--- src/phy_event_pkg.sv ---
// Constants for the bus event interrupt source logic.
// Assumes 6-bit immediate register addresses and 8-bit register data.
package phy_event_pkg;

	// ****************************************************************
	// Sizes
	// ****************************************************************
	localparam int SOURCE_COUNT = 5;
	localparam int ADDR_WIDTH   = 6;
	localparam int DATA_WIDTH   = 8;

	// ****************************************************************
	// Register addresses: write, set, clear for each enable; then status and latch
	// ****************************************************************
	localparam logic [5:0] RISE_EN_WRITE_ADDR = 6'h0d;
	localparam logic [5:0] RISE_EN_SET_ADDR   = 6'h0e;
	localparam logic [5:0] RISE_EN_CLEAR_ADDR = 6'h0f;
	localparam logic [5:0] FALL_EN_WRITE_ADDR = 6'h10;
	localparam logic [5:0] FALL_EN_SET_ADDR   = 6'h11;
	localparam logic [5:0] FALL_EN_CLEAR_ADDR = 6'h12;
	localparam logic [5:0] STATUS_ADDR        = 6'h13;
	localparam logic [5:0] LATCH_ADDR         = 6'h14;

	// ****************************************************************
	// Field positions, shared by all four registers
	// ****************************************************************
	localparam int DETACH_BIT        = 0;
	localparam int BUS_POWER_BIT     = 1;
	localparam int SESSION_OK_BIT    = 2;
	localparam int SESSION_ENDED_BIT = 3;
	localparam int ID_PIN_BIT        = 4;

	// ****************************************************************
	// Values after reset
	// ****************************************************************
	localparam logic [4:0] ENABLE_RESET = 5'h1f;
	localparam logic [4:0] LATCH_RESET  = 5'h00;
	localparam logic [4:0] LEVEL_RESET  = 5'h00;
	localparam logic [2:0] RESERVED_VAL = 3'h0;

	// ****************************************************************
	// Register access operations
	// ****************************************************************
	typedef enum logic [1:0]
	{
		OP_NONE  = 2'b00,
		OP_WRITE = 2'b01,
		OP_SET   = 2'b10,
		OP_CLEAR = 2'b11
	} reg_op_type;

endpackage : phy_event_pkg

--- src/source_event_if.sv ---
// Carries source levels, edge enables and edge events between modules.
// Assumes both ends run on the same clock.
interface source_event_if #(parameter int WIDTH = 5);

	logic [WIDTH-1:0] rise_enable;
	logic [WIDTH-1:0] fall_enable;
	logic [WIDTH-1:0] level;
	logic [WIDTH-1:0] rise_event;
	logic [WIDTH-1:0] fall_event;

	modport detector
	(
		input  rise_enable,
		input  fall_enable,
		output level,
		output rise_event,
		output fall_event
	);

	modport control
	(
		output rise_enable,
		output fall_enable,
		input  level,
		input  rise_event,
		input  fall_event
	);

endinterface : source_event_if

--- src/phy_bus_event_interrupt.sv ---
// Bus event interrupt sources: edge enables, live status, event latch.
// Assumes register accesses arrive already decoded from the link
// interface on i_clock, and that low-power entry is a same-clock level.
//
// Behaviour
// - Enabled rising source edge raises interrupt, command
// - Enabled falling source edge raises interrupt, command
// - Enables reset to ones, reserved bits zero
// - Rising enables: read three addresses, write/set/clear
// - Falling enables: read three addresses, write/set/clear
// - Rising enable bit order: id down to detach
// - Status register shows live source values
// - Status bits follow their detector circuits
// - Unmasked transition sets its latch bit
// - Reading latch register clears all bits but those set by a same-cycle event
// - Low-power entry clears latch but keeps same-cycle events; resets to zero
module phy_bus_event_interrupt
	import phy_event_pkg::*;
(
	input  logic                  i_clock,
	input  logic                  i_rst,
	input  logic                  i_id_pin_grounded,
	input  logic                  i_session_ended,
	input  logic                  i_session_ok,
	input  logic                  i_bus_power_good,
	input  logic                  i_far_end_detached,
	input  logic                  i_low_power,
	input  logic                  i_reg_write,
	input  logic                  i_reg_read,
	input  logic [ADDR_WIDTH-1:0] i_reg_addr,
	input  logic [DATA_WIDTH-1:0] i_reg_wdata,
	output logic [DATA_WIDTH-1:0] o_reg_rdata,
	output logic                  o_reg_rvalid,
	output logic                  o_interrupt,
	output logic                  o_rxcmd_valid,
	output logic [SOURCE_COUNT-1:0] o_rxcmd_status
);

	// ****************************************************************
	// Address decoding
	// ****************************************************************
	function automatic reg_op_type decode_op
	(
		input logic [ADDR_WIDTH-1:0] addr,
		input logic [ADDR_WIDTH-1:0] base
	);
		if (addr == base)
			return OP_WRITE;
		else if (addr == base + 6'h01)
			return OP_SET;
		else if (addr == base + 6'h02)
			return OP_CLEAR;
		else
			return OP_NONE;
	endfunction : decode_op

	function automatic logic [SOURCE_COUNT-1:0] apply_op
	(
		input reg_op_type              op,
		input logic [SOURCE_COUNT-1:0] old,
		input logic [SOURCE_COUNT-1:0] data
	);
		case (op)
			OP_WRITE: return data;
			OP_SET:   return old | data;
			OP_CLEAR: return old & ~data;
			default:  return old;
		endcase
	endfunction : apply_op

	source_event_if #(.WIDTH(SOURCE_COUNT)) evt ();

	logic [SOURCE_COUNT-1:0] source_raw;
	logic [SOURCE_COUNT-1:0] wdata_src;
	reg_op_type              rise_op;
	reg_op_type              fall_op;
	logic                    rise_hit;
	logic                    fall_hit;
	logic                    status_hit;
	logic                    latch_hit;
	logic                    latch_read;
	logic [SOURCE_COUNT-1:0] events;
	logic                    any_event;
	logic [SOURCE_COUNT-1:0] read_src;

	// Bit order shared by every register of the block
	assign source_raw[ID_PIN_BIT]        = i_id_pin_grounded;
	assign source_raw[SESSION_ENDED_BIT] = i_session_ended;
	assign source_raw[SESSION_OK_BIT]    = i_session_ok;
	assign source_raw[BUS_POWER_BIT]     = i_bus_power_good;
	assign source_raw[DETACH_BIT]        = i_far_end_detached;

	assign wdata_src  = i_reg_wdata[SOURCE_COUNT-1:0];
	assign rise_op    = i_reg_write ? decode_op(i_reg_addr, RISE_EN_WRITE_ADDR)
		: OP_NONE;
	assign fall_op    = i_reg_write ? decode_op(i_reg_addr, FALL_EN_WRITE_ADDR)
		: OP_NONE;
	assign rise_hit   = decode_op(i_reg_addr, RISE_EN_WRITE_ADDR) != OP_NONE;
	assign fall_hit   = decode_op(i_reg_addr, FALL_EN_WRITE_ADDR) != OP_NONE;
	assign status_hit = i_reg_addr == STATUS_ADDR;
	assign latch_hit  = i_reg_addr == LATCH_ADDR;
	assign latch_read = i_reg_read && latch_hit;

	// ****************************************************************
	// Source synchroniser and edge finder
	// ****************************************************************
	source_edge_detect #(.WIDTH(SOURCE_COUNT)) u_edges
	(
		.i_clock  (i_clock),
		.i_rst    (i_rst),
		.i_source (source_raw),
		.evt      (evt.detector)
	);

	assign events    = evt.rise_event | evt.fall_event;
	assign any_event = |events;

	// ****************************************************************
	// Edge enable registers
	// ****************************************************************
	logic [SOURCE_COUNT-1:0] rise_en_q;
	logic [SOURCE_COUNT-1:0] rise_en_d;
	logic [SOURCE_COUNT-1:0] fall_en_q;
	logic [SOURCE_COUNT-1:0] fall_en_d;

	assign rise_en_d = apply_op(rise_op, rise_en_q, wdata_src);
	assign fall_en_d = apply_op(fall_op, fall_en_q, wdata_src);
	assign evt.rise_enable = rise_en_q;
	assign evt.fall_enable = fall_en_q;

	always_ff @(posedge i_clock)
	begin
		if (i_rst)
		begin
			rise_en_q <= ENABLE_RESET;
			fall_en_q <= ENABLE_RESET;
		end
		else
		begin
			rise_en_q <= rise_en_d;
			fall_en_q <= fall_en_d;
		end
	end

	// ****************************************************************
	// Event latch
	// ****************************************************************
	logic                    low_power_q;
	logic                    low_power_entry;
	logic [SOURCE_COUNT-1:0] latch_q;
	logic [SOURCE_COUNT-1:0] latch_d;
	logic                    latch_clear;

	assign low_power_entry = i_low_power && !low_power_q;
	assign latch_clear     = latch_read || low_power_entry;
	// A new event wins over a clear in the same cycle
	assign latch_d = (latch_clear ? LATCH_RESET : latch_q) | events;

	always_ff @(posedge i_clock)
	begin
		if (i_rst)
		begin
			latch_q     <= LATCH_RESET;
			low_power_q <= 1'b0;
		end
		else
		begin
			latch_q     <= latch_d;
			low_power_q <= i_low_power;
		end
	end

	// ****************************************************************
	// Read data and event outputs
	// ****************************************************************
	logic [DATA_WIDTH-1:0] rdata_q;
	logic                  rvalid_q;
	logic                  irq_q;
	logic                  rxcmd_q;
	logic [SOURCE_COUNT-1:0] rxcmd_status_q;

	assign read_src = rise_hit   ? rise_en_q
		: fall_hit   ? fall_en_q
		: status_hit ? evt.level
		: latch_hit  ? latch_q
		: LATCH_RESET;

	always_ff @(posedge i_clock)
	begin
		if (i_rst)
		begin
			rdata_q        <= {RESERVED_VAL, LATCH_RESET};
			rvalid_q       <= 1'b0;
			irq_q          <= 1'b0;
			rxcmd_q        <= 1'b0;
			rxcmd_status_q <= LEVEL_RESET;
		end
		else
		begin
			if (i_reg_read)
				rdata_q <= {RESERVED_VAL, read_src};
			rvalid_q <= i_reg_read;
			irq_q    <= any_event;
			rxcmd_q  <= any_event;
			if (any_event)
				rxcmd_status_q <= evt.level;
		end
	end

	assign o_reg_rdata    = rdata_q;
	assign o_reg_rvalid   = rvalid_q;
	assign o_interrupt    = irq_q;
	assign o_rxcmd_valid  = rxcmd_q;
	assign o_rxcmd_status = rxcmd_status_q;
endmodule : phy_bus_event_interrupt

--- src/source_edge_detect.sv ---
// Synchronises the analogue-derived source signals and finds edges.
// Assumes raw sources are asynchronous to i_clock.
module source_edge_detect
	import phy_event_pkg::*;
#(
	parameter int WIDTH = SOURCE_COUNT
)
(
	input  logic             i_clock,
	input  logic             i_rst,
	input  logic [WIDTH-1:0] i_source,
	source_event_if.detector evt
);

	// ****************************************************************
	// Three-stage synchroniser with agreement filter
	// ****************************************************************
	logic [WIDTH-1:0] sync1_q;
	logic [WIDTH-1:0] sync2_q;
	logic [WIDTH-1:0] sync3_q;
	logic [WIDTH-1:0] level_q;
	logic [WIDTH-1:0] level_d;
	logic [WIDTH-1:0] last_q;
	logic [WIDTH-1:0] agree;

	assign agree   = ~(sync2_q ^ sync3_q);
	assign level_d = (agree & sync3_q) | (~agree & level_q);

	always_ff @(posedge i_clock)
	begin
		if (i_rst)
		begin
			sync1_q <= LEVEL_RESET;
			sync2_q <= LEVEL_RESET;
			sync3_q <= LEVEL_RESET;
			level_q <= LEVEL_RESET;
			last_q  <= LEVEL_RESET;
		end
		else
		begin
			sync1_q <= i_source;
			sync2_q <= sync1_q;
			sync3_q <= sync2_q;
			level_q <= level_d;
			last_q  <= level_q;
		end
	end

	// ****************************************************************
	// Edge events against the previous cycle
	// ****************************************************************
	assign evt.level      = level_q;
	assign evt.rise_event = level_q & ~last_q & evt.rise_enable;
	assign evt.fall_event = ~level_q & last_q & evt.fall_enable;
endmodule : source_edge_detect

--- config.mk ---
export PLATFORM = sky130hd
export DESIGN_NAME = phy_bus_event_interrupt
export DESIGN_NICKNAME = d
export VERILOG_FILES = /design/src/phy_event_pkg.sv /design/src/source_event_if.sv /design/src/phy_bus_event_interrupt.sv /design/src/source_edge_detect.sv
export SDC_FILE = /design/constraint.sdc
export NUM_CORES = 1
export LEC_CHECK = 0
export BUFFER_PORTS_ARGS = -buffer_cell sky130_fd_sc_hd__clkbuf_2
export CELL_PAD_IN_SITES_DETAIL_PLACEMENT = 0
export CELL_PAD_IN_SITES_GLOBAL_PLACEMENT = 2
export CORE_MARGIN = 2
export CORE_UTILIZATION = 35
export CTS_CLUSTER_SIZE = 28
export DETAILED_ROUTE_END_ITERATION = 8
export PLACE_DENSITY_LB_ADDON = 0.1
export SLEW_MARGIN = 20
export SYNTH_ARGS = -nofsm -noshare
export SYNTH_HDL_FRONTEND = slang
export SYNTH_SLANG_ARGS = --single-unit
--- constraint.sdc ---
create_clock -name i_clock -period 2.3 [get_ports i_clock]
set_clock_uncertainty 0.05 [all_clocks]
set_input_delay 0 -clock i_clock [delete_from_list [all_inputs] [get_ports i_clock]]
set_output_delay 0 -clock i_clock [all_outputs]
set_load 0.02 [all_outputs]
==> results by group, run 1 <==
Die
  – Core region area: 0.005574 sq mm
  – Num rows: 27
  – Die W: just over 80 um
  – DIE AREA: between 0.006 and 0.007 sq mm
  – Initial Util: approximately 37%
  – IO Count: 40
  – Die Height: about 81 um

Routing
  – Post-Route WL: 4479 um
  – Drt pass-1 iters: 4
  – Post-route ant nets: 0
  – DRC viols: 0
  – Vias per cell: around 4.8
  – Initial detailed-routing violation count: 67
  – Via Count: between 1.5k and 2k
  – Drt wl/cell: between 10 and 15 um

Synthesis
  – Synth Cell Area: just over 0.002 sq mm
  – Distinct cells, synth: 29
  – Post-synth ARST share: 0%
  – Post-synth top cells: dfxtp_1, a21oi_1, nor2b_1, nand2_1, nand3_1
  – Sequential area share after synthesis: roughly 52%
  – Number of flops mapped to enable cells by yosys: 0
  – Area contributors post-synth: dfxtp_1, nor2b_1, a21oi_1
  – Area fraction of the dominant cell type after synthesis: around half
  – YS warnings: 0
  – Synth Flop Type: dfxtp_1
  – Cell taking the most area after synthesis: dfxtp_1
  – Synth Instances: between 200 and 250
  – Avg Cell Area, Syn: 9.023 sq um
  – Post-synthesis register bit count: 53
  – Count leader, synth: dfxtp_1

GRT
  – Initial antenna violation count: 0
  – GR Util All Layers: between 15 and 20%
  – Vias in the first global route: about 1.6k
  – Largest net degree at the start of global routing: 49
  – First-pass GRT wire length: roughly 7600 um
  – Grt total ovfl: 0

Placed design
  – Placed cell areas: roughly 0.0023 sq mm
  – Gpl congestion: roughly 0.74
  – Pre-CTS setup slack: just over 700 ps
  – PortBufs: 33
  – Post-DP HPWL: around 3100 um

Timing
  – Max_slew headroom: between 50% and 60%
  – RSZ-0062 raised after global routing: no
  – Final hold vios: 0
  – Final WS setup: 728.4 ps
  – Slew Viols, Final: 0
  – Setup TNS: 0 ps
  – Worst hold slack: roughly 36 ps
  – Setup Viol. Count Final: 0
  – Period utilisation layout: around two thirds
  – Post-route minimum period: approximately 1600 ps
  – Worst-Margin Slew: just over 600 ps
  – Fmax: 636.3 MHz

Setup path
  – Arr. time, crit path: about 1700 ps
  – Largest stage delay, worst path: about 420 ps
  – CP top delay family: simple AND/OR/NAND/NOR gates
  – WS Path Type: reg -> reg
  – FF-to-FF setup slack: 730 ps
  – Slowest-stage cell, CP: dfxtp_1
  – Startpoint Class: flop
  – Crit path capture type: flop
  – Reg2Reg Depth: 5
  – Crit path cell chain: nand3b_1, o21ai_1, nor3_1, nand2_1, mux2_2
  – RR Endpoint: o_rxcmd_status[2]$_SDFFE_PP0P_
  – Crit path max fanout: 5
  – CP endpoint: o_rxcmd_status[2]$_SDFFE_PP0P_
  – Total stage count of the critical path: 5
  – Critical Path RT: about 2500 ps
  – Worst path bufs/invs: 0

Clocking
  – Clk Latency, worst-skew pair: around 310 ps
  – Clock Path Buffers: 2
  – TritonCTS sink count: 53
  – PostCTS Resize Cnt: 0
  – Postcts setup bufs: 0
  – Clock root cell: clkbuf_8
  – H-tree Lvls: 2
  – CTS tree: yes
  – Number of hold buffers added after cts: 12
  – Number of CTS-inserted buffers: 5
  – Worst-path clk slew: ~100 ps

Finish
  – Final Util: 44.47%
  – Fillcell total: about 570
  – Final net count: 294
  – Design area: 0.002479 sq mm
  – Multi-input logic area: roughly 920 sq um
  – Layout area overhead: 21.01%
  – Diode count: 0
  – FF+latch area: approximately 0.0011 sq mm
  – Layout cells sized above 1: between 10% and 20%

Run
  – Max-Cap Viols: 0

Min path
  – Worst hold start: i_reg_read
  – Hold Crit Class: in -> reg

Pwr
  – Pwr dens: roughly 660 mW/mm^2
  – Maximum VDD drop: between 0.3 and 0.4 mV
  – Lkg Pwr: between 0.001 and 0.0015 uW

Outcome
  – Status: finished, final reports clean
==> through the flow <==
step                power (uW)  cells
detailed placement        1071    323
finish                    1627    343
global route              1705    343
global placement          1071    323
floorplan                 1032    229
CTS                       1659    343
==> cells by family after synthesis <==
| family | after synthesis | share of synthesized area, % |
|---|---|---|
| AO/OA/AOI/OAI | 59 | 16.43 |
| XOR/XNOR | 1 | 0.4277 |
| buffers and inverters | 14 | 3.421 |
| flip-flops | 53 | 51.80 |
| multiplexers | 5 | 2.749 |
| other | 1 | 0.1831 |
| AND/OR/NAND/NOR | 94 | 24.98 |
==> state kept, by name, indices dropped and copies added (netlist names), named ones only <==
name	count
evt.fall_enable	5
evt.rise_enable	5
latch_q	5
o_reg_rdata	5
o_rxcmd_status	5
u_edges.last_q	5
u_edges.sync1_q	5
u_edges.sync2_q	5
u_edges.sync3_q	5
low_power_q	1
o_reg_rvalid	1
o_rxcmd_valid	1
==> placed cells by master, fill, tap and decap left out, drive strengths merged, types with 5 or more instances in the layout <==
master / n
a21oi: 33
nor2b: 29
dfxtp: 53
nand2: 23
a21o: 5
a22oi: 5
nand3: 21
nor2: 9
o21ai: 15
mux2: 5
clkbuf: 39
dlygate4sd3: 12
==> how the worst min path moves through the flow <==
stage,slack (ps),to,cells after the start
CTS,30,o_reg_rvalid$_SDFF_PP0_,2
global placement,160,u_edges.sync1_q[2]$_SDFF_PP0_,2
global route,50,o_reg_rvalid$_SDFF_PP0_,2
detailed placement,160,u_edges.sync1_q[2]$_SDFF_PP0_,2
floorplan,30,u_edges.last_q[4]$_SDFF_PP0_,1
finish,40,o_reg_rvalid$_SDFF_PP0_,2
==> layout make-up <==
class	instances	area share, %
timing repair buffer	47	12.12
inverter	1	0.1514
tap	72	3.635
clock inverter	2	0.6562
multi-input combinational	162	37.30
sequential	53	42.81
clock buffer	6	3.332
==> routing by layer <==
metal	vias to the layer above	track usage (%)	wire, um
met5	-	0	0
met4	0	5.932	82
met3	7	3.146	179
met2	32	23.25	1973
met1	749	21.24	2244
li1	862	-	-
==> power by group <==
group          switching [uW]  internal [uW]
clock                     314            248
combinational            67.4           52.3
sequential               8.58            936
total                     390           1240
(Power assumes the default switching activity.)
==> inputs of run 2 (changes only) <==
ABC_AREA = 1   (was default)
CORE_UTILIZATION = 28   (was 35)
clock period = 1.4 ns   (was 2.3 ns; I/O delays follow)
==> run 2 against run 1 <==
Against the previous run: sequential cell count stayed put; clock-buffer cell count is 1 lower; non-clock buffer count is 7 higher; combinational power is 110% higher; setup slack worse by 630 ps; highest routed layer unchanged.
==> results by group, run 2 <==
Die
  – IO Count: 40
  – Initial Util: between 20 and 30%
  – Core region area: about 0.0077 sq mm
  – Num rows: 32
  – Die W: roughly 93 um
  – DIE AREA: 0.008683 sq mm
  – Die Height: 93.19 um

Synthesis
  – Sequential area share after synthesis: a little under half
  – Cell taking the most area after synthesis: dfxtp_1
  – Synth Flop Type: dfxtp_1
  – Avg Cell Area, Syn: ~7.7 sq um
  – Number of flops mapped to enable cells by yosys: 0
  – Post-synth ARST share: 0%
  – Count leader, synth: dfxtp_1
  – YS warnings: 0
  – Post-synth top cells: dfxtp_1, nand2_1, nor2_1, inv_1, nand3_1
  – Distinct cells, synth: 26
  – Synth Cell Area: about 0.0022 sq mm
  – Area fraction of the dominant cell type after synthesis: approximately 48%
  – Post-synthesis register bit count: between 50 and 60
  – Synth Instances: about 290
  – Area contributors post-synth: dfxtp_1, nand3_1, nand2_1

Setup path
  – Crit path launch: evt.rise_enable[3]$_SDFFE_PP1P_
  – Startpoint Class: flop
  – R2r startpoint: evt.rise_enable[3]$_SDFFE_PP1P_
  – Arr. time, crit path: 1500 ps
  – Crit path max fanout: 6
  – WS Path Type: reg -> reg
  – Reg2Reg Depth: 7
  – FF-to-FF setup slack: slightly above 100 ps
  – CP endpoint: o_rxcmd_status[1]$_SDFFE_PP0P_
  – Critical Path RT: between 1500 and 2000 ps
  – Crit path capture type: flop
  – RR Endpoint: o_rxcmd_status[1]$_SDFFE_PP0P_

Routing
  – Via Count: just under 2k
  – Initial detailed-routing violation count: 54
  – Vias per cell: 4.357
  – Post-route ant nets: 0
  – Post-Route WL: approximately 5400 um
  – Drt pass-1 iters: 4
  – DRC viols: 0
  – Drt wl/cell: about 12 um

Timing
  – Final hold vios: 0
  – Setup Viol. Count Final: 0
  – Fmax: roughly 770 MHz
  – Post-route minimum period: ~1300 ps
  – Slew Viols, Final: 0
  – Period utilisation layout: slightly above 90%
  – Setup TNS: 0 ps

Finish
  – Layout cells sized above 1: 21.22%
  – Most frequent cells in the layout: dfxtp_1, nand2_1, nor2_1, inv_1, clkbuf_2
  – Diode count: 0
  – Final net count: 367
  – Commonest non-fill, non-tap cell in the layout: dfxtp_1
  – Final Util: 36.06%
  – Layout area overhead: 25.11%

GRT
  – Grt total ovfl: 0
  – Vias in the first global route: roughly 1.7k
  – Largest net degree at the start of global routing: 34
  – First-pass GRT wire length: slightly below 9000 um
  – GR Util All Layers: between 10 and 15%
  – Initial antenna violation count: 0

Clocking
  – Postcts setup bufs: 0
  – Number of CTS-inserted buffers: 5
  – H-tree Lvls: 2
  – CTS tree: yes
  – Clk Latency, worst-skew pair: ~310 ps
  – TritonCTS sink count: between 50 and 60
  – Clock root cell: clkbuf_8
  – Worst-path clk slew: about 100 ps
  – Clock Path Buffers: 2

Placed design
  – Post-DP HPWL: 4088 um
  – PortBufs: 33
  – Gpl congestion: about 0.73

Pwr
  – Pwr dens: 1039 mW/mm^2
  – Maximum VDD drop: between 0.4 and 0.5 mV
  – Lkg Pwr: roughly 0.0013 uW

Outcome
  – Status: finished, final reports clean

Run
  – Max-Cap Viols: 0

Min path
  – Hold Crit Class: in -> reg
[run 2: changes by cell type after synthesis, moves of 5 or more]
cell	delta
a22oi_1	-5
o21ai_1	+13
a21o_1	-5
mux2_2	-5
nor2_1	+32
nand3_1	+10
o211ai_1	+9
nor2b_1	-29
o21ai_0	-10
nand2_1	+18
inv_1	+33
a21oi_1	-13
nand4_1	+10
[run 2: cell type report]
| class | count | area, sq um |
|---|---|---|
| flip-flops and latches | 53 | 1069 |
| repair buffers | 54 | 350.3 |
| inverters | 37 | 138.9 |
| clock inverters | 3 | 50.05 |
| clock buffers | 5 | 68.82 |
| well taps | 102 | 127.6 |
| multi-input cells | 192 | 982.2 |
| fillers | 854 | 4941 |
[run 2: kinds of logic (layout without fill, tap and decap cells)]
logic type	Yosys count	after routing	share of synthesized area, %
buffers and inverters	48	99	8.932
flip-flops	53	53	47.64
AO/OA/AOI/OAI	47	47	12.64
other	1	3	0.1684
AND/OR/NAND/NOR	142	142	30.62
[run 2: worst max-delay path, cell delays in order (launching register included)]
cell     delay (ps)
dfxtp_1         330
inv_1           110
o21ai_1          70
nand2_1         160
nand3_4         140
nor2_4          190
o21ai_1          90
nor2_1          100
[run 2: power by group]
group	internal, uW	leakage, uW	total [uW]	switching [uW]
sequential	1540	0.000433	1550	15.5
combinational	93.4	0.000771	247	153
clock	549	0.0000603	1100	547
total	2180	0.00126	2900	716
[run 2: through the flow]
step	instance area (sq um)	setup WS, ps	hold WS [ps]	cells	power (uW)
global route	2786	-1.996	91.01	446	3020
floorplan	2235	304.7	56.97	293	1733
CTS	2774	72.49	41.27	446	2941
global placement	2542	34.49	143.7	427	1819
finish	2786	103.2	47.26	446	2895
detailed placement	2542	29.07	145.1	427	1818
[run 2: how the worst min path moves through the flow]
stage	from	endpoint	slack, ps	cells after the start
6_report	i_rst	flop	50	4
5_1_grt	i_rst	o_rxcmd_status[3]$_SDFFE_PP0P_	90	4
4_1_cts	i_rst	flop	40	4
3_5_place_dp	i_id_pin_grounded	u_edges.sync1_q[4]$_SDFF_PP0_	150	3
3_3_place_gp	i_id_pin_grounded	u_edges.sync1_q[4]$_SDFF_PP0_	140	3
2_1_floorplan	i_far_end_detached	u_edges.sync1_q[0]$_SDFF_PP0_	60	2
[run 2: what timing repair did]
item,4_1_cts,5_1_grt
hold buffers,11,0
gates resized for setup,2,3
hold endpoints to repair,16,0
pin swaps,0,1
endpoints found under the setup margin,1,5
[run 2: per-layer routing]
| metal | vias to the layer above | routed length (um) | track usage, % | part of all wire [%] |
|---|---|---|---|---|
| met5 | - | 0 | 0 | 0 |
| met2 | 25 | 2412 | 20.71 | 44 |
| li1 | 1059 | - | - | - |
| met4 | 0 | 61 | 3.676 | 1.1 |
| met1 | 852 | 2792 | 17.73 | 51 |
| met3 | 7 | 157 | 2.820 | 2.9 |
==> inputs of run 3 (changes only) <==
CTS_CLUSTER_SIZE = 10   (was 28)
SYNTH_HIERARCHICAL = 1   (was default)
==> run 3 against run 2 <==
Against the previous run: utilization up 1.2 points; die area up 1.5%; register-to-register slack better by 20 ps; synthesized cell count up 3.4%; clock-buffer cell count up 1; critical path depth unchanged; total power down 1.9%; combinational power down 2%; sequential cell count unchanged; first-iteration DRC count up 150%; sequential power about the same; non-clock buffer count up 6; critical endpoint is now o_rxcmd_status[4]$_SDFFE_PP0P_; highest routed layer unchanged.
==> results by group, run 3 <==
GRT
  – First-pass GRT wire length: 9321 um
  – Grt total ovfl: 0
  – Initial antenna violation count: 0
  – GR Util All Layers: 13.72%
  – Largest net degree at the start of global routing: 25
  – Vias in the first global route: between 1.5k and 2k

Synthesis
  – Distinct cells, synth: 29
  – Area contributors post-synth: dfxtp_1, nand3_1, nor2_1
  – Cell taking the most area after synthesis: dfxtp_1
  – Avg Cell Area, Syn: 7.516 sq um
  – Count leader, synth: dfxtp_1
  – Area fraction of the dominant cell type after synthesis: between 40% and 50%
  – Synth Flop Type: dfxtp_1
  – Synth Instances: 301
  – Post-synth ARST share: 0%
  – Synth Cell Area: between 0.002 and 0.0025 sq mm
  – Number of flops mapped to enable cells by yosys: 0
  – Sequential area share after synthesis: a little under half
  – Post-synthesis register bit count: 53
  – YS warnings: 6
  – Post-synth top cells: dfxtp_1, nor2_1, nand2_1, inv_1, nand3_1

Setup path
  – R2r startpoint: u_edges/last_q[4]$_SDFF_PP0_
  – Startpoint Class: flop
  – WS Path Type: reg -> reg
  – FF-to-FF setup slack: 120 ps
  – Crit path max fanout: 6
  – RR Endpoint: o_rxcmd_status[4]$_SDFFE_PP0P_
  – Crit path capture type: flop
  – Critical Path RT: approximately 1600 ps
  – Arr. time, crit path: ~1500 ps
  – Reg2Reg Depth: 7

Run
  – Max-Cap Viols: 0

Finish
  – Diode count: 0
  – Final net count: 385
  – Final Util: a little under two fifths
  – Commonest non-fill, non-tap cell in the layout: nor2_1
  – Most frequent cells in the layout: nor2_1, dfxtp_1, nand2_1, inv_1, nand3_1
  – Layout area overhead: 27.77%
  – Layout cells sized above 1: 24.86%
  – Fillcell total: roughly 860

Routing
  – Vias per cell: 4.390
  – Via Count: 2,037
  – Initial detailed-routing violation count: between 100 and 150
  – Drt pass-1 iters: 4
  – Drt wl/cell: between 10 and 15 um
  – DRC viols: 0
  – Post-Route WL: 5720 um
  – Post-route ant nets: 0

Timing
  – Final hold vios: 0
  – Slew Viols, Final: 0
  – Period utilisation layout: between 90% and 100%
  – RSZ-0062 raised after global routing: no
  – Setup TNS: 0 ps
  – Post-route minimum period: 1281 ps
  – Setup Viol. Count Final: 0
  – Fmax: a little under 800 MHz

Clocking
  – H-tree Lvls: 2
  – CTS tree: yes
  – Clk Latency, worst-skew pair: approximately 300 ps
  – TritonCTS sink count: 53
  – Worst-path clk slew: roughly 100 ps
  – Clock root cell: clkbuf_8
  – Clock Path Buffers: 2
  – Number of CTS-inserted buffers: 5

Placed design
  – Post-DP HPWL: 4309 um
  – Gpl congestion: ~0.8
  – PortBufs: 33

Die
  – IO Count: 40
  – Die Height: 93.89 um
  – Initial Util: roughly 29%
  – Core region area: 0.007767 sq mm
  – Num rows: 32
  – DIE AREA: 0.008814 sq mm
  – Die W: 93.89 um

Min path
  – Hold Path End: o_reg_rdata[4]$_SDFFE_PP0P_
  – Worst hold start: i_reg_read
  – Hold Crit Class: in -> reg
  – Hold Crit Depth: 3

Outcome
  – Status: finished, final reports clean

Pwr
  – Maximum VDD drop: ~0.39 mV
  – Pwr dens: a little under 1000 mW/mm^2
  – Lkg Pwr: between 0.001 and 0.0015 uW
-- run 3: logic make-up (layout without fill, tap and decap cells) --
logic type / after synthesis / in the layout / share of synthesized area (%)
buf+inv: 50 / 109 / 9.679
simple gates: 159 / 159 / 33.41
flops: 53 / 53 / 46.90
other cells: 1 / 3 / 0.1658
compound gates: 38 / 38 / 9.845
-- run 3: how the worst max path moves through the flow --
stage                                 startpoint                        endpoint  slack, ps  cells after the start
floorplan                                   flop  o_rxcmd_status[1]$_SDFFE_PP0P_         10                      6
global placement                            flop  o_rxcmd_status[4]$_SDFFE_PP0P_         60                      6
detailed placement                          flop  o_rxcmd_status[3]$_SDFFE_PP0P_         30                      6
CTS                                         flop  o_rxcmd_status[3]$_SDFFE_PP0P_          6                      6
global route                                flop  o_rxcmd_status[1]$_SDFFE_PP0P_         20                      8
finish              u_edges/last_q[4]$_SDFF_PP0_  o_rxcmd_status[4]$_SDFFE_PP0P_        120                      7
-- run 3: what timing repair did --
item | 4_1_cts | 5_1_grt
endpoints found under the setup margin | 0 | 5
hold buffers | 11 | 0
endpoints found under the hold margin | 16 | 0
resized for setup | 0 | 20
buffers inserted | 0 | 2
-- run 3: stage by stage --
stage                     cells  worst slack (ps)  hold slack (ps)  total power [uW]  area [sq um]
after global routing        464             15.51            30.29              2973          2890
after global placement      443             59.05            141.8              1809          2604
final                       464             119.2            14.39              2841          2890
after CTS                   462             5.952            5.866              2898          2825
after floorplan             303             11.96            56.97              1724          2270
after detailed placement    443             26.99            145.5              1810          2604
-- run 3: power by group --
part	total (uW)	internal [uW]	switching, uW
sequential	1550	1540	16.2
combinational	243	91.6	152
clock	1040	538	506
-- run 3: routing by layer --
layer	up-vias	track usage, %	routed length, um
li1	1092	-	-
met1	901	20.83	3079
met2	39	19.64	2390
met3	5	2.648	199
met4	0	3.623	51
met5	-	0	0
-- run 3: worst max-delay path, cell delays in order (launching register included) --
cell and delay, ps:
dfxtp_1 380, nor2_1 60, inv_1 70, nand4_1 170, nor2_4 170, buf_6 130, nand3_1 60, a21oi_1 130
-- run 3: final cells by class --
type                            instances  area (sq um)  area share [%]
Sequential cell                        53          1075           37.19
Multi-Input combinational cell        200          1018           35.24
Timing Repair Buffer                   60         402.9           13.94
Inverter                               41         155.1           5.368
Tap cell                              102         127.6           4.416
Clock buffer                            6         72.57           2.511
Clock inverter                          2         38.79           1.342
